**src/pkg/fsr_pkg.sv**
```systemverilog
// Purpose: Constants and types for the fault supervisor with auto-retry.
// Assumes: 100 MHz system clock.
// Notes:   Long counts are defaults for top-level parameters.
package fsr_pkg;
  localparam int  CLK_NS      = 10;
  localparam real T_SLOW_MS   = 2.1;
  localparam real T_FAST_NS   = 100.0;
  localparam real T_OV_US     = 1.3;
  localparam real T_START_US  = 10.0;
  localparam real T_LEAD_US   = 100.0;
  localparam real T_CODE_KHZ  = 50.0;
  localparam real T_HOLD_MS   = 100.0;
  localparam int  SLOW_CYC    = int'($ceil(T_SLOW_MS * 1.0e6 / CLK_NS));
  localparam int  FAST_CYC    = int'($ceil(T_FAST_NS / CLK_NS));
  localparam int  OV_CYC      = int'($ceil(T_OV_US * 1.0e3 / CLK_NS));
  localparam int  START_CYC   = int'($ceil(T_START_US * 1.0e3 / CLK_NS));
  localparam int  LEAD_CYC    = int'($ceil(T_LEAD_US * 1.0e3 / CLK_NS));
  localparam int  PHASE_CYC   = int'($ceil(1.0e6 / (2.0 * T_CODE_KHZ * CLK_NS)));
  localparam int  HOLD_CYC    = int'($ceil(T_HOLD_MS * 1.0e6 / CLK_NS));
  localparam int  QW          = 18;
  localparam int  TW          = 24;
  // Register map
  localparam logic [7:0]  ADDR_CTRL    = 8'h00;
  localparam logic [7:0]  ADDR_STATUS  = 8'h04;
  localparam logic [7:0]  ADDR_STATE   = 8'h08;
  localparam int          CTRL_SUPP    = 0;
  localparam logic        CTRL_SUPP_RST = 1'b0;
  // Fault bit positions; code sent is position plus one
  localparam int  FLT_SLOW  = 0;
  localparam int  FLT_FAST  = 1;
  localparam int  FLT_OV    = 2;
  localparam int  FLT_TEMP  = 3;
  localparam int  FLT_RANGE = 4;
  localparam int  FLT_OPEN  = 5;
  localparam int  FLT_SHORT = 6;
  localparam int  FLT_FREQ  = 7;
  localparam int  FLT_TRIM  = 8;
  localparam int  NFLT      = 9;
  localparam logic [NFLT-1:0] TRIM_ONLY = 9'h100;
  // Asynchronous comparator inputs
  localparam int  CMP_LSOC  = 0;
  localparam int  CMP_OC5X  = 1;
  localparam int  CMP_TJ    = 2;
  localparam int  CMP_OV    = 3;
  localparam int  CMP_P4V5  = 4;
  localparam int  CMP_P3V95 = 5;
  localparam int  CMP_P0V5  = 6;
  localparam int  CMP_F0V15 = 7;
  localparam int  CMP_PIN   = 8;
  localparam int  NCMP      = 9;
  typedef enum logic [6:0] {
    ST_RUN     = 7'h01,
    ST_WAIT    = 7'h02,
    ST_LEAD    = 7'h04,
    ST_LOW     = 7'h08,
    ST_HIGH    = 7'h10,
    ST_HOLD    = 7'h20,
    ST_RELEASE = 7'h40
  } fsr_state_t;
endpackage : fsr_pkg

```
**src/verilog/fsr_fault_supervisor.sv**
```systemverilog
// Purpose: Fault qualification, pulse-code signalling and auto-retry.
// Assumes: Comparators are asynchronous; check and trim strobes share clk_sys.
// Notes:   The disable/fault pin is open drain: out is always low, oe pulls.
//
// The placing of the registers and the address-and-strobe port were chosen for this implementation.
`timescale 1ns/1ps
`default_nettype none
module fsr_fault_supervisor #(
  parameter int SlowCyc = fsr_pkg::SLOW_CYC,
  parameter int LeadCyc = fsr_pkg::LEAD_CYC,
  parameter int HoldCyc = fsr_pkg::HOLD_CYC
) (
  input  wire logic        clk_sys,
  input  wire logic        reset,
  input  wire logic        lowSideOn,
  input  wire logic        lsCurAboveLimit,
  input  wire logic        curAbove5xLimit,
  input  wire logic        tjAboveShutdown,
  input  wire logic        aboveInputOvervoltageThreshold,
  input  wire logic        progPinAbove4p5,
  input  wire logic        progPinAbove3p95,
  input  wire logic        progPinBelow0p5,
  input  wire logic        freqSetPinBelow0p15,
  input  wire logic        progCheckActive,
  input  wire logic        progCheckDone,
  input  wire logic        trimReadDone,
  input  wire logic        trimSane,
  input  wire logic        disableFaultPinIn,
  output logic             disableFaultPinOut,
  output logic             disableFaultPinOe,
  output logic             switchEnable,
  output logic             lowPowerMode,
  output logic             regulatorEnable,
  output logic             freqSetPinHold,
  input  wire logic [7:0]  regAddr,
  input  wire logic [31:0] regWrData,
  input  wire logic        regWr,
  input  wire logic        regRd,
  output logic [31:0]      regRdData
);
  import fsr_pkg::*;

  logic [NCMP-1:0] cmpRaw;
  logic [NCMP-1:0] syncA_r;
  logic [NCMP-1:0] syncB_r;
  logic [NCMP-1:0] syncC_r;
  logic [NCMP-1:0] cmpFilt_r;
  logic [2:0]      qCond;
  logic [2:0]      qHit;
  logic [QW-1:0]   qLim [3];
  logic [QW-1:0]   qCnt_r [3];
  logic [NFLT-1:0] fRaw;
  logic [NFLT-1:0] faultNow;
  logic [NFLT-1:0] faultSet_r;
  logic            anyFault;
  logic            trimErr_r;
  logic            suppSlow_r;
  logic            pinHigh;
  fsr_state_t      state_r;
  fsr_state_t      state_nxt;
  logic [TW-1:0]   tmr_r;
  logic            tmrDone;
  logic [3:0]      codeIdx_r;
  logic [3:0]      pulseCnt_r;
  logic [4:0]      nextHit;
  logic [3:0]      searchFrom;
  logic [31:0]     rdData_r;

  // Finds the lowest set fault at or above a position; bit 4 marks a hit
  function automatic logic [4:0] next_set(input logic [NFLT-1:0] mask,
                                          input logic [3:0] from);
    logic [4:0] res;
    res = 5'h00;
    for (int i = 0; i < NFLT; i++) begin
      if (!res[4] && mask[i] && (4'(i) >= from)) begin
        res = {1'b1, 4'(i)};
      end
    end
    return res;
  endfunction : next_set

  // Timer reload for each timed state, minus one for the load cycle
  function automatic logic [TW-1:0] dur_of(input fsr_state_t st);
    logic [TW-1:0] d;
    d = '0;
    case (st)
      ST_WAIT: d = TW'(START_CYC - 1);
      ST_LEAD: d = TW'(LeadCyc - 1);
      ST_LOW:  d = TW'(PHASE_CYC - 1);
      ST_HIGH: d = TW'(PHASE_CYC - 1);
      ST_HOLD: d = TW'(HoldCyc - 1);
      default: d = '0;
    endcase
    return d;
  endfunction : dur_of

  assign cmpRaw = {disableFaultPinIn, freqSetPinBelow0p15, progPinBelow0p5,
                   progPinAbove3p95, progPinAbove4p5, aboveInputOvervoltageThreshold,
                   tjAboveShutdown, curAbove5xLimit, lsCurAboveLimit};

  // First stage feeds only the second; a change counts once B and C agree
  for (genvar g = 0; g < NCMP; g++) begin : g_sync
    always_ff @(posedge clk_sys or posedge reset) begin
      if (reset) begin
        syncA_r[g]   <= 1'b0;
        syncB_r[g]   <= 1'b0;
        syncC_r[g]   <= 1'b0;
        cmpFilt_r[g] <= 1'b0;
      end else begin
        syncA_r[g] <= cmpRaw[g];
        syncB_r[g] <= syncA_r[g];
        syncC_r[g] <= syncB_r[g];
        if (syncB_r[g] == syncC_r[g]) begin
          cmpFilt_r[g] <= syncC_r[g];
        end
      end
    end
  end

  assign pinHigh = cmpFilt_r[CMP_PIN];

  // Low-side current is only counted while the low-side switch conducts; the 5x check always runs
  assign qCond[0] = cmpFilt_r[CMP_LSOC];
  assign qCond[1] = cmpFilt_r[CMP_OC5X];
  assign qCond[2] = cmpFilt_r[CMP_OV];
  assign qLim[0]  = QW'(SlowCyc);
  assign qLim[1]  = QW'(FAST_CYC + 1);
  assign qLim[2]  = QW'(OV_CYC + 1);

  for (genvar q = 0; q < 3; q++) begin : g_qual
    assign qHit[q] = (qCnt_r[q] == qLim[q]);
    always_ff @(posedge clk_sys or posedge reset) begin
      if (reset) begin
        qCnt_r[q] <= '0;
      end else if (q == 0 && !lowSideOn) begin
        qCnt_r[q] <= qCnt_r[q];
      end else if (!qCond[q]) begin
        qCnt_r[q] <= '0;
      end else if (!qHit[q]) begin
        qCnt_r[q] <= qCnt_r[q] + 1'b1;
      end
    end
  end

  assign fRaw[FLT_SLOW]  = qHit[0] & ~suppSlow_r;
  assign fRaw[FLT_FAST]  = qHit[1];
  assign fRaw[FLT_OV]    = qHit[2];
  assign fRaw[FLT_TEMP]  = cmpFilt_r[CMP_TJ];
  assign fRaw[FLT_RANGE] = progCheckActive & cmpFilt_r[CMP_P3V95] & ~cmpFilt_r[CMP_P4V5];
  assign fRaw[FLT_OPEN]  = progCheckDone & cmpFilt_r[CMP_P4V5];
  assign fRaw[FLT_SHORT] = cmpFilt_r[CMP_P0V5];
  assign fRaw[FLT_FREQ]  = cmpFilt_r[CMP_F0V15];
  assign fRaw[FLT_TRIM]  = trimErr_r;

  // A trim error masks every other condition
  assign faultNow = trimErr_r ? TRIM_ONLY : fRaw;
  assign anyFault = |faultNow;

  // No path clears this but reset, so retries keep reporting it
  always_ff @(posedge clk_sys or posedge reset) begin
    if (reset) begin
      trimErr_r <= 1'b0;
    end else if (trimReadDone && !trimSane) begin
      trimErr_r <= 1'b1;
    end
  end

  assign tmrDone    = (tmr_r == '0);
  assign searchFrom = (state_r == ST_WAIT) ? 4'h0 : codeIdx_r + 4'h1;
  assign nextHit    = next_set(faultSet_r, searchFrom);

  always_comb begin
    state_nxt = state_r;
    case (state_r)
      ST_RUN: begin
        if (anyFault) begin
          state_nxt = ST_WAIT;
        end else if (!pinHigh) begin
          state_nxt = ST_RELEASE;
        end
      end
      ST_WAIT: begin
        if (tmrDone) begin
          state_nxt = ST_LEAD;
        end
      end
      ST_LEAD: begin
        if (tmrDone) begin
          state_nxt = ST_LOW;
        end
      end
      ST_LOW: begin
        if (tmrDone) begin
          // Separator follows the last low pulse so it stays one lead long
          if (pulseCnt_r == codeIdx_r && nextHit[4]) begin
            state_nxt = ST_LEAD;
          end else begin
            state_nxt = ST_HIGH;
          end
        end
      end
      ST_HIGH: begin
        if (tmrDone) begin
          if (pulseCnt_r != codeIdx_r) begin
            state_nxt = ST_LOW;
          end else begin
            state_nxt = ST_HOLD;
          end
        end
      end
      ST_HOLD: begin
        if (tmrDone) begin
          state_nxt = ST_RELEASE;
        end
      end
      ST_RELEASE: begin
        // An external low here keeps the device disabled
        if (pinHigh) begin
          state_nxt = anyFault ? ST_WAIT : ST_RUN;
        end
      end
      default: state_nxt = ST_RELEASE;
    endcase
  end

  always_ff @(posedge clk_sys or posedge reset) begin
    if (reset) begin
      state_r <= ST_RELEASE;
    end else begin
      state_r <= state_nxt;
    end
  end

  always_ff @(posedge clk_sys or posedge reset) begin
    if (reset) begin
      tmr_r <= '0;
    end else if (state_nxt != state_r) begin
      tmr_r <= dur_of(state_nxt);
    end else if (!tmrDone) begin
      tmr_r <= tmr_r - 1'b1;
    end
  end

  // Codes are frozen at fault entry so a train is never altered mid-way
  always_ff @(posedge clk_sys or posedge reset) begin
    if (reset) begin
      faultSet_r <= '0;
    end else if (state_nxt == ST_WAIT && state_r != ST_WAIT) begin
      faultSet_r <= faultNow;
    end
  end

  always_ff @(posedge clk_sys or posedge reset) begin
    if (reset) begin
      codeIdx_r  <= 4'h0;
      pulseCnt_r <= 4'h0;
    end else if (state_nxt == ST_LEAD && state_r != ST_LEAD) begin
      codeIdx_r <= nextHit[3:0];
    end else if (state_nxt == ST_LOW && state_r == ST_LEAD) begin
      pulseCnt_r <= 4'h0;
    end else if (state_nxt == ST_LOW && state_r == ST_HIGH) begin
      pulseCnt_r <= pulseCnt_r + 4'h1;
    end
  end

  always_ff @(posedge clk_sys or posedge reset) begin
    if (reset) begin
      disableFaultPinOe <= 1'b0;
      switchEnable      <= 1'b0;
      lowPowerMode      <= 1'b0;
    end else begin
      disableFaultPinOe <= (state_nxt == ST_WAIT) || (state_nxt == ST_LOW) ||
                           (state_nxt == ST_HOLD);
      switchEnable      <= (state_nxt == ST_RUN);
      lowPowerMode      <= (state_nxt == ST_HOLD) || (state_nxt == ST_RELEASE);
    end
  end

  always_ff @(posedge clk_sys or posedge reset) begin
    if (reset) begin
      regulatorEnable <= 1'b0;
      freqSetPinHold  <= 1'b0;
    end else begin
      regulatorEnable <= 1'b1;
      freqSetPinHold  <= 1'b1;
    end
  end

  assign disableFaultPinOut = 1'b0;

  always_ff @(posedge clk_sys or posedge reset) begin
    if (reset) begin
      suppSlow_r <= CTRL_SUPP_RST;
    end else if (regWr && regAddr == ADDR_CTRL) begin
      suppSlow_r <= regWrData[CTRL_SUPP];
    end
  end

  // Read data stand only in the cycle after the strobe
  always_ff @(posedge clk_sys or posedge reset) begin
    if (reset) begin
      rdData_r <= '0;
    end else if (!regRd) begin
      rdData_r <= '0;
    end else if (regAddr == ADDR_CTRL) begin
      rdData_r <= {31'h0, suppSlow_r};
    end else if (regAddr == ADDR_STATUS) begin
      rdData_r <= {7'h00, faultNow, 7'h00, faultSet_r};
    end else if (regAddr == ADDR_STATE) begin
      rdData_r <= {25'h0, state_r};
    end else begin
      rdData_r <= '0;
    end
  end

  assign regRdData = rdData_r;
endmodule : fsr_fault_supervisor
`default_nettype wire

```
**config.mk**
```make
export PLATFORM = sky130hd
export DESIGN_NAME = fsr_fault_supervisor
export DESIGN_NICKNAME = d
export VERILOG_FILES = /design/src/pkg/fsr_pkg.sv /design/src/verilog/fsr_fault_supervisor.sv
export SDC_FILE = /design/constraint.sdc
export NUM_CORES = 1
export LEC_CHECK = 0
export BUFFER_PORTS_ARGS = -buffer_cell sky130_fd_sc_hd__buf_2
export CAP_MARGIN = 20
export CORE_ASPECT_RATIO = 0.6
export CORE_MARGIN = 2
export CORE_UTILIZATION = 58
export DETAILED_ROUTE_END_ITERATION = 10
export GPL_TIMING_DRIVEN = 0
export MAX_ROUTING_LAYER = met4
export PLACE_DENSITY_LB_ADDON = 0.08
export REMOVE_ABC_BUFFERS = 1
export SLEW_MARGIN = 10
export SYNTH_ARGS = -nofsm -noshare
export SYNTH_HDL_FRONTEND = slang
export SYNTH_SLANG_ARGS = --single-unit
```
**constraint.sdc**
```tcl
create_clock -name clk_sys -period 6.75 [get_ports clk_sys]
set_input_delay 1.35 -clock clk_sys [delete_from_list [all_inputs] [get_ports clk_sys]]
set_output_delay 1.35 -clock clk_sys [all_outputs]
set_load 0.05 [all_outputs]
```
Word level (Yosys, flattened, before mapping)
Cells that the tools add are included.

cells by class
  muxes and demuxes = 38
  magnitude comparators = 9
  bitwise operators = 7
  equal/unequal tests = 37
  add/sub/neg operators = 6
  reduce and logical (&&, ||, !) cells = 43

operators with widths
  cell                     count
  $mux W18                 6
  $mux W25                 3
  $pmux W24 S3             1
  $mux W7                  9
  $add A18 B1 Y18 const B  3
  $mux W5                  10
  $pmux W7 S7              1
  $mux W24                 2
  $logic_and A1 B1 Y1      24
  $logic_not A24 Y1        1
  $sub A24 B1 Y24 const B  1
  $eq A18 B18 Y1 const B   1
  $eq A18 B4 Y1 const B    1
  $eq A18 B8 Y1 const B    1
  $ge A3 B4 Y1 const A     4
  $eq A7 B1 Y1 const B     2
  $eq A7 B2 Y1 const B     2
  $eq A7 B3 Y1 const B     2
  $eq A7 B4 Y1 const B     2
  $eq A7 B5 Y1 const B     2
  $eq A7 B6 Y1 const B     2
  $eq A7 B7 Y1 const B     2
  $mux W4                  3
  $eq A1 B1 Y1             9
  25 further kinds         46

storage, ports and cells
  register bits = 176
  input port bits = 58
  output and inout port bits = 38
  logic and storage cells = 191

Longest topological paths before layout
  word-level depth = 45
  gate-level depth with buffers = 12
  mapped depth without buffers = 10

Least setup slack after synthesis
OpenSTA, ideal clock, no wires.

  path type = input to register
  from = input port progCheckActive
  to = register tmr_r[10]
  setup slack = 3.507 ns
  arrival = 3.120 ns
  data required time = 6.627 ns
  buffers on the path = 1
  setup time = 0.123 ns
  stages on the path = 8
  cell sequence = nand4b_1 nand3_1 o31ai_2 o21ai_2 nor4b_4 and2_1 buf_4 nor2_1

on the way
  word-level cells in the longest chain between the ends = 11
  elaborated cells on any way between the ends = 18
  classes of those cells = eq/ne: 7; mux: 7; bitwise: 2; reduce/logical: 2

RTL lines
  element                               RTL line                     text
  start, declared                       fsr_fault_supervisor.sv:24   input wire logic progCheckActive,
  $and A1 B1 Y1 * (2 in a row)          fsr_fault_supervisor.sv:149  assign fRaw[FLT_RANGE] = progCheckActive & cmpFilt_r[CMP_P3V95] & ~cmpFilt_r[CMP_P4V5];
  $mux W9 *                             fsr_fault_supervisor.sv:156  assign faultNow = trimErr_r ? TRIM_ONLY : fRaw;
  $reduce_or A9 Y1 *                    fsr_fault_supervisor.sv:157  assign anyFault = |faultNow;
  $mux W2                               fsr_fault_supervisor.sv:219  state_nxt = anyFault ? ST_WAIT : ST_RUN;
  $mux W7                               fsr_fault_supervisor.sv:218  if (pinHigh) begin
  $pmux W7 S7 *                         fsr_fault_supervisor.sv:174  case (state_r)
  $eq A7 B2 Y1 (tied with other cells)  fsr_fault_supervisor.sv:86   case (st)
  $reduce_or A3 Y1 (no source line)     -
  $pmux W24 S3                          fsr_fault_supervisor.sv:86
  $mux W24                              fsr_fault_supervisor.sv:237  end else if (state_nxt != state_r) begin
  end signal, assigned                  fsr_fault_supervisor.sv:238  tmr_r <= dur_of(state_nxt);
  end signal, assigned                  fsr_fault_supervisor.sv:240  tmr_r <= tmr_r - 1'b1;
  end, declared                         fsr_fault_supervisor.sv:61   logic [TW-1:0] tmr_r;

Mark *: on every way between the ends. The rest lies on a longest branch, timed or not.
A chain may end at the register's enable or synchronous reset.

Worst setup path after layout
  from = register qCnt_r[3] (netlist name)
  to = register tmr_r[10]

on the way
  word-level cells in the longest chain between the ends = 10
  elaborated cells on any way between the ends = 17
  classes of those cells = eq/ne: 8; mux: 7; reduce/logical: 2

RTL lines
  element                               RTL line                     text
  start, declared                       fsr_fault_supervisor.sv:51   logic [QW-1:0] qCnt_r [3];
  start signal, assigned by index       fsr_fault_supervisor.sv:136  qCnt_r[q] <= qCnt_r[q];
  start signal, assigned by index       fsr_fault_supervisor.sv:140  qCnt_r[q] <= qCnt_r[q] + 1'b1;
  $eq A18 B8 Y1 *                       fsr_fault_supervisor.sv:131  assign qHit[q] = (qCnt_r[q] == qLim[q]);
  $mux W9 *                             fsr_fault_supervisor.sv:156
  $reduce_or A9 Y1 *                    fsr_fault_supervisor.sv:157
  $mux W2                               fsr_fault_supervisor.sv:219
  $mux W7                               fsr_fault_supervisor.sv:218
  $pmux W7 S7 *                         fsr_fault_supervisor.sv:174
  net state_nxt[0]                      fsr_fault_supervisor.sv:60   fsr_state_t state_nxt;
  $eq A7 B2 Y1 (tied with other cells)  fsr_fault_supervisor.sv:86
  $reduce_or A3 Y1 (no source line)     -
  $pmux W24 S3                          fsr_fault_supervisor.sv:86
  $mux W24                              fsr_fault_supervisor.sv:237

Mark *: on every way through the listed nets, which the timed path passes. The rest lies on a longest branch.

==> metrics.yaml <==
detailed_routing:
  drc_errors: 0
  drtPass1Iterations: 5
  drt.antenna.violating_nets: 0
  postRouteWirelength_mm: 17.0
  post_drt_via_cell_ratio: 5.79
  drt_first_iter_violations: 527
  wl_per_cell_microns: 16.7
  vias: 5907
power:
  areal_power_density_over_the_cells_mw_per_mm2: 238
  vdd_ir_drop_max_uv: 160
  p_total_uw: 2110
  leakagePower_uw: 0.00396
global_route:
  vias_in_the_first_global_route: 5622
  initial_antenna_violation_count: 0
  grt_start_max_net_pins: 85
  grt_pass1_wl_mm: 28.5
  globalRoute.totalOverflow: 0
  grt_usage: 0.256
timing:
  postLayoutSetupSlackWorst_ns: 2.90
  max-slew-margin-rel: 0.237
  finClkSkew_ns: 0.0121
  period_share: 0.570
  fmaxAchievable_mhz: 260
  rsz_0062_raised_after_global_routing: "false"
  worstMarginPinSlew_ns: 1.14
  slew_violations: 0
  timing.final.crit_period_ns: 3.85
  hold_violations: 0
  setup_violations: 0
floorplan:
  die_boundary_height_microns: 94.5
  dieWidth_microns: 155
  dieArea_sq_mm: 0.0146
  std_cell_rows: 33
  num_io_pins: 96
  fp.coreArea_sq_mm: 0.0135
  initial_utilization: 0.587
logic_synthesis:
  ys_async_sr_fraction: 1.00
  synthesis.area_per_instance_sq_um: 10.1
  synth.ff_latch_count: 162
  synthesis.area_sq_mm: 0.00792
  yosys_warnings: 0
  synth.yosys.seq_area_share: 0.512
  synth-main-ff-cell: "sky130_fd_sc_hd__dfrtp_1"
  synth_enable_flop_cells: 0
  synth.distinct_cells: 71
  post_synth_inst_count: 788
placed_design:
  placer_congestion_estimate: 0.892
  hpwlAfterDp_mm: 11.8
  detailed_place.area_sq_mm: 0.00824
  io_buffers: 49
  dp_worst_setup_slack_ns: 2.06
critical_path:
  cp.buffers_inverters: 0
  timing.critical_path.max_delay_family: "simple AND/OR/NAND/NOR gates"
  timing.critical_path.slowest_stage_cell: "sky130_fd_sc_hd__nor4b_4"
  worst-setup-path-type: "reg2reg"
  cp_data_arrival_time_ns: 4.14
  timing.critical_path.required_ns: 7.04
  cp_max_fo: 19
  reg2regPathDepth: 8
  worst_path_cell_chain: "nor4b_1 > nand4b_1 > nor4_4 > nor4_2 > xor2_1 > nor4b_4 > and2_1 > nor2_1"
  cp-start-kind: "register"
  critical-path-max-stage-delay_ns: 1.02
  worst_setup_path_end_kind: "register"
  timing.critical_path.depth: 8
clock_network:
  clkTransAtPathRegs_ns: 0.07
  h-tree-depth: 4
  cts-hold-fix-buffers: 0
  tritoncts: "built"
  cts-root-to-sink-buffers: 2
  post_cts_sizing_count: 0
  insertion_delay_ns: 0.43
  clock_tree.root_cell: "sky130_fd_sc_hd__clkbuf_16"
  buffers_inserted_by_post_cts_timing_repair: 0
  clock_sink_count: 162
  cts_inserted_buffers: 17
finish:
  n_antenna_cell: 0
  postLayoutCellArea_sq_mm: 0.00889
  area.growth.synth_to_final_pct: 12.2
  final_net_count: 898
  final.fill_count: 1080
  post_route_cells_drive_above_1_share: 0.135
status:
  status: "completed"
run:
  drv.max_cap_violation_count: 0
worst_hold_path:
  holdCritPathClass: "reg2reg"
  worst_hold_path.num_cells: 0
## per-layer routing
layer | track usage | vias up | share of wire
li1 | - | 2815 | -
met1 | 0.374 | 2901 | 0.50
met2 | 0.366 | 168 | 0.44
met3 | 0.0413 | 23 | 0.051
met4 | 0.0856 | 0 | 0.013
met5 | - | - | 0
## power breakdown
part	switching, uW	leakage [uW]	total, uW	internal, uW
clock network	464	0.000308	1000	541
logic	62.2	0.00154	89.6	27.4
registers	26.4	0.00211	1020	994
total	553	0.00396	2110	1560
## through the flow
stage / hold slack (ns) / util / cells / TNS, ns
floorplan: 0.331 / - / 761 / 0
global placement: 0.333 / 0.607 / 985 / -90.45
detailed placement: 0.335 / 0.610 / 987 / 0
CTS: 0.352 / 0.658 / 1019 / 0
global route: 0.358 / 0.658 / 1020 / 0
finish: 0.351 / 0.658 / 1020 / 0
## state kept, by name, indices dropped and copies added (netlist names)
register / count
state_r: 7
pulseCnt_r: 4
cmpFilt_r: 8
pinHigh: 1
suppSlow_r: 1
tmr_r: 24
codeIdx_r: 4
switchEnable: 1
qCnt_r: 54
syncC_r: 9
lowPowerMode: 1
freqSetPinHold: 1
syncB_r: 9
trimErr_r: 1
disableFaultPinOe: 1
faultSet_r: 9
regRdData: 18
syncA_r: 9
## cells in the mapped netlist, types with 3 or more instances
library cell | instances | area [sq um]
sky130_fd_sc_hd__a32oi_1 | 3 | 26.3
sky130_fd_sc_hd__o21a_1 | 5 | 37.5
sky130_fd_sc_hd__a211oi_1 | 4 | 30.0
sky130_fd_sc_hd__a21oi_1 | 33 | 165
sky130_fd_sc_hd__or2_2 | 5 | 31.3
sky130_fd_sc_hd__and4_1 | 3 | 26.3
sky130_fd_sc_hd__dfrtp_1 | 161 | 4030
sky130_fd_sc_hd__o31ai_1 | 6 | 45.0
sky130_fd_sc_hd__maj3_1 | 9 | 90.1
sky130_fd_sc_hd__nor4bb_1 | 4 | 40.0
sky130_fd_sc_hd__nand3_1 | 37 | 185
sky130_fd_sc_hd__nor4_1 | 13 | 81.3
sky130_fd_sc_hd__mux2i_1 | 3 | 30.0
sky130_fd_sc_hd__nand2b_1 | 5 | 31.3
sky130_fd_sc_hd__nor3_1 | 25 | 125
sky130_fd_sc_hd__xnor2_1 | 43 | 377
sky130_fd_sc_hd__nand2_1 | 67 | 251
sky130_fd_sc_hd__ha_1 | 8 | 100
sky130_fd_sc_hd__or3_1 | 12 | 75.1
sky130_fd_sc_hd__nor4_2 | 3 | 37.5
sky130_fd_sc_hd__or3_4 | 3 | 33.8
sky130_fd_sc_hd__buf_2 | 5 | 25.0
sky130_fd_sc_hd__nor2_1 | 75 | 282
sky130_fd_sc_hd__nor2b_1 | 13 | 81.3
sky130_fd_sc_hd__a22oi_1 | 6 | 45.0
sky130_fd_sc_hd__nor4b_1 | 5 | 43.8
sky130_fd_sc_hd__nand4_1 | 14 | 87.6
sky130_fd_sc_hd__and2_1 | 35 | 219
sky130_fd_sc_hd__or4_1 | 3 | 22.5
sky130_fd_sc_hd__o22ai_1 | 3 | 18.8
sky130_fd_sc_hd__a31oi_1 | 3 | 18.8
sky130_fd_sc_hd__a21o_1 | 3 | 22.5
sky130_fd_sc_hd__xor2_1 | 26 | 228
sky130_fd_sc_hd__o21ai_0 | 29 | 145
sky130_fd_sc_hd__o41ai_1 | 3 | 26.3
sky130_fd_sc_hd__and3_1 | 12 | 75.1
sky130_fd_sc_hd__buf_4 | 18 | 135
sky130_fd_sc_hd__clkbuf_1 | 16 | 60.1
sky130_fd_sc_hd__inv_1 | 25 | 93.8
## layout make-up
class                           count  area [sq um]  share of cell area
Clock buffer                       17           425              0.0479
Clock inverter                     15           218              0.0245
Inverter                           26           105              0.0118
Multi-Input combinational cell    573          3580               0.403
Sequential cell                   162          4060               0.456
Tap cell                          175           219              0.0246
Timing Repair Buffer               52           288              0.0324
## kinds of logic after synthesis
kind of cell	Yosys count	share of synthesized area
and+or+nand+nor	348	0.240
muxes	5	0.00663
buffers and inverters	67	0.0430
adders and majority gates	17	0.0240
other	2	0.000948
DFF	162	0.512
xor gates and xnor gates	69	0.0763
AOI/OAI and AO/OA	118	0.0970
## cells in the final DEF (no fill, tap or decap), types with 6 or more instances in the layout
cell type,n
sky130_fd_sc_hd__xor2_1,26
sky130_fd_sc_hd__nor4_1,13
sky130_fd_sc_hd__a21oi_1,33
sky130_fd_sc_hd__and2_1,35
sky130_fd_sc_hd__nor2_1,75
sky130_fd_sc_hd__nor2b_1,13
sky130_fd_sc_hd__clkbuf_16,17
sky130_fd_sc_hd__o31ai_1,6
sky130_fd_sc_hd__o21ai_0,29
sky130_fd_sc_hd__inv_1,24
sky130_fd_sc_hd__or3_1,12
sky130_fd_sc_hd__maj3_1,9
sky130_fd_sc_hd__nand4_1,14
sky130_fd_sc_hd__a22oi_1,6
sky130_fd_sc_hd__clkinv_8,8
sky130_fd_sc_hd__nand2_1,67
sky130_fd_sc_hd__conb_1,16
sky130_fd_sc_hd__and3_1,12
sky130_fd_sc_hd__xnor2_1,43
sky130_fd_sc_hd__ha_1,8
sky130_fd_sc_hd__nor3_1,25
sky130_fd_sc_hd__dfrtp_1,161
sky130_fd_sc_hd__buf_2,49
sky130_fd_sc_hd__nand3_1,37
## final timing paths
| kind | slack [ns] | end | startpoint |
|---|---|---|---|
| max | 2.90 | tmr_r[10] | qCnt_r[3] |
| min | 0.35 | syncB_r[2] | syncA_r[2] |
| max reg2reg | 2.90 | tmr_r[10] | qCnt_r[3] |
| min reg2reg | 0.35 | syncB_r[2] | syncA_r[2] |
| max in group asynchronous | 4.96 | regRdData[6] | reset |
| min in group asynchronous | 0.98 | syncA_r[4] | reset |
Note: power is estimated with default switching activity, not from simulation.
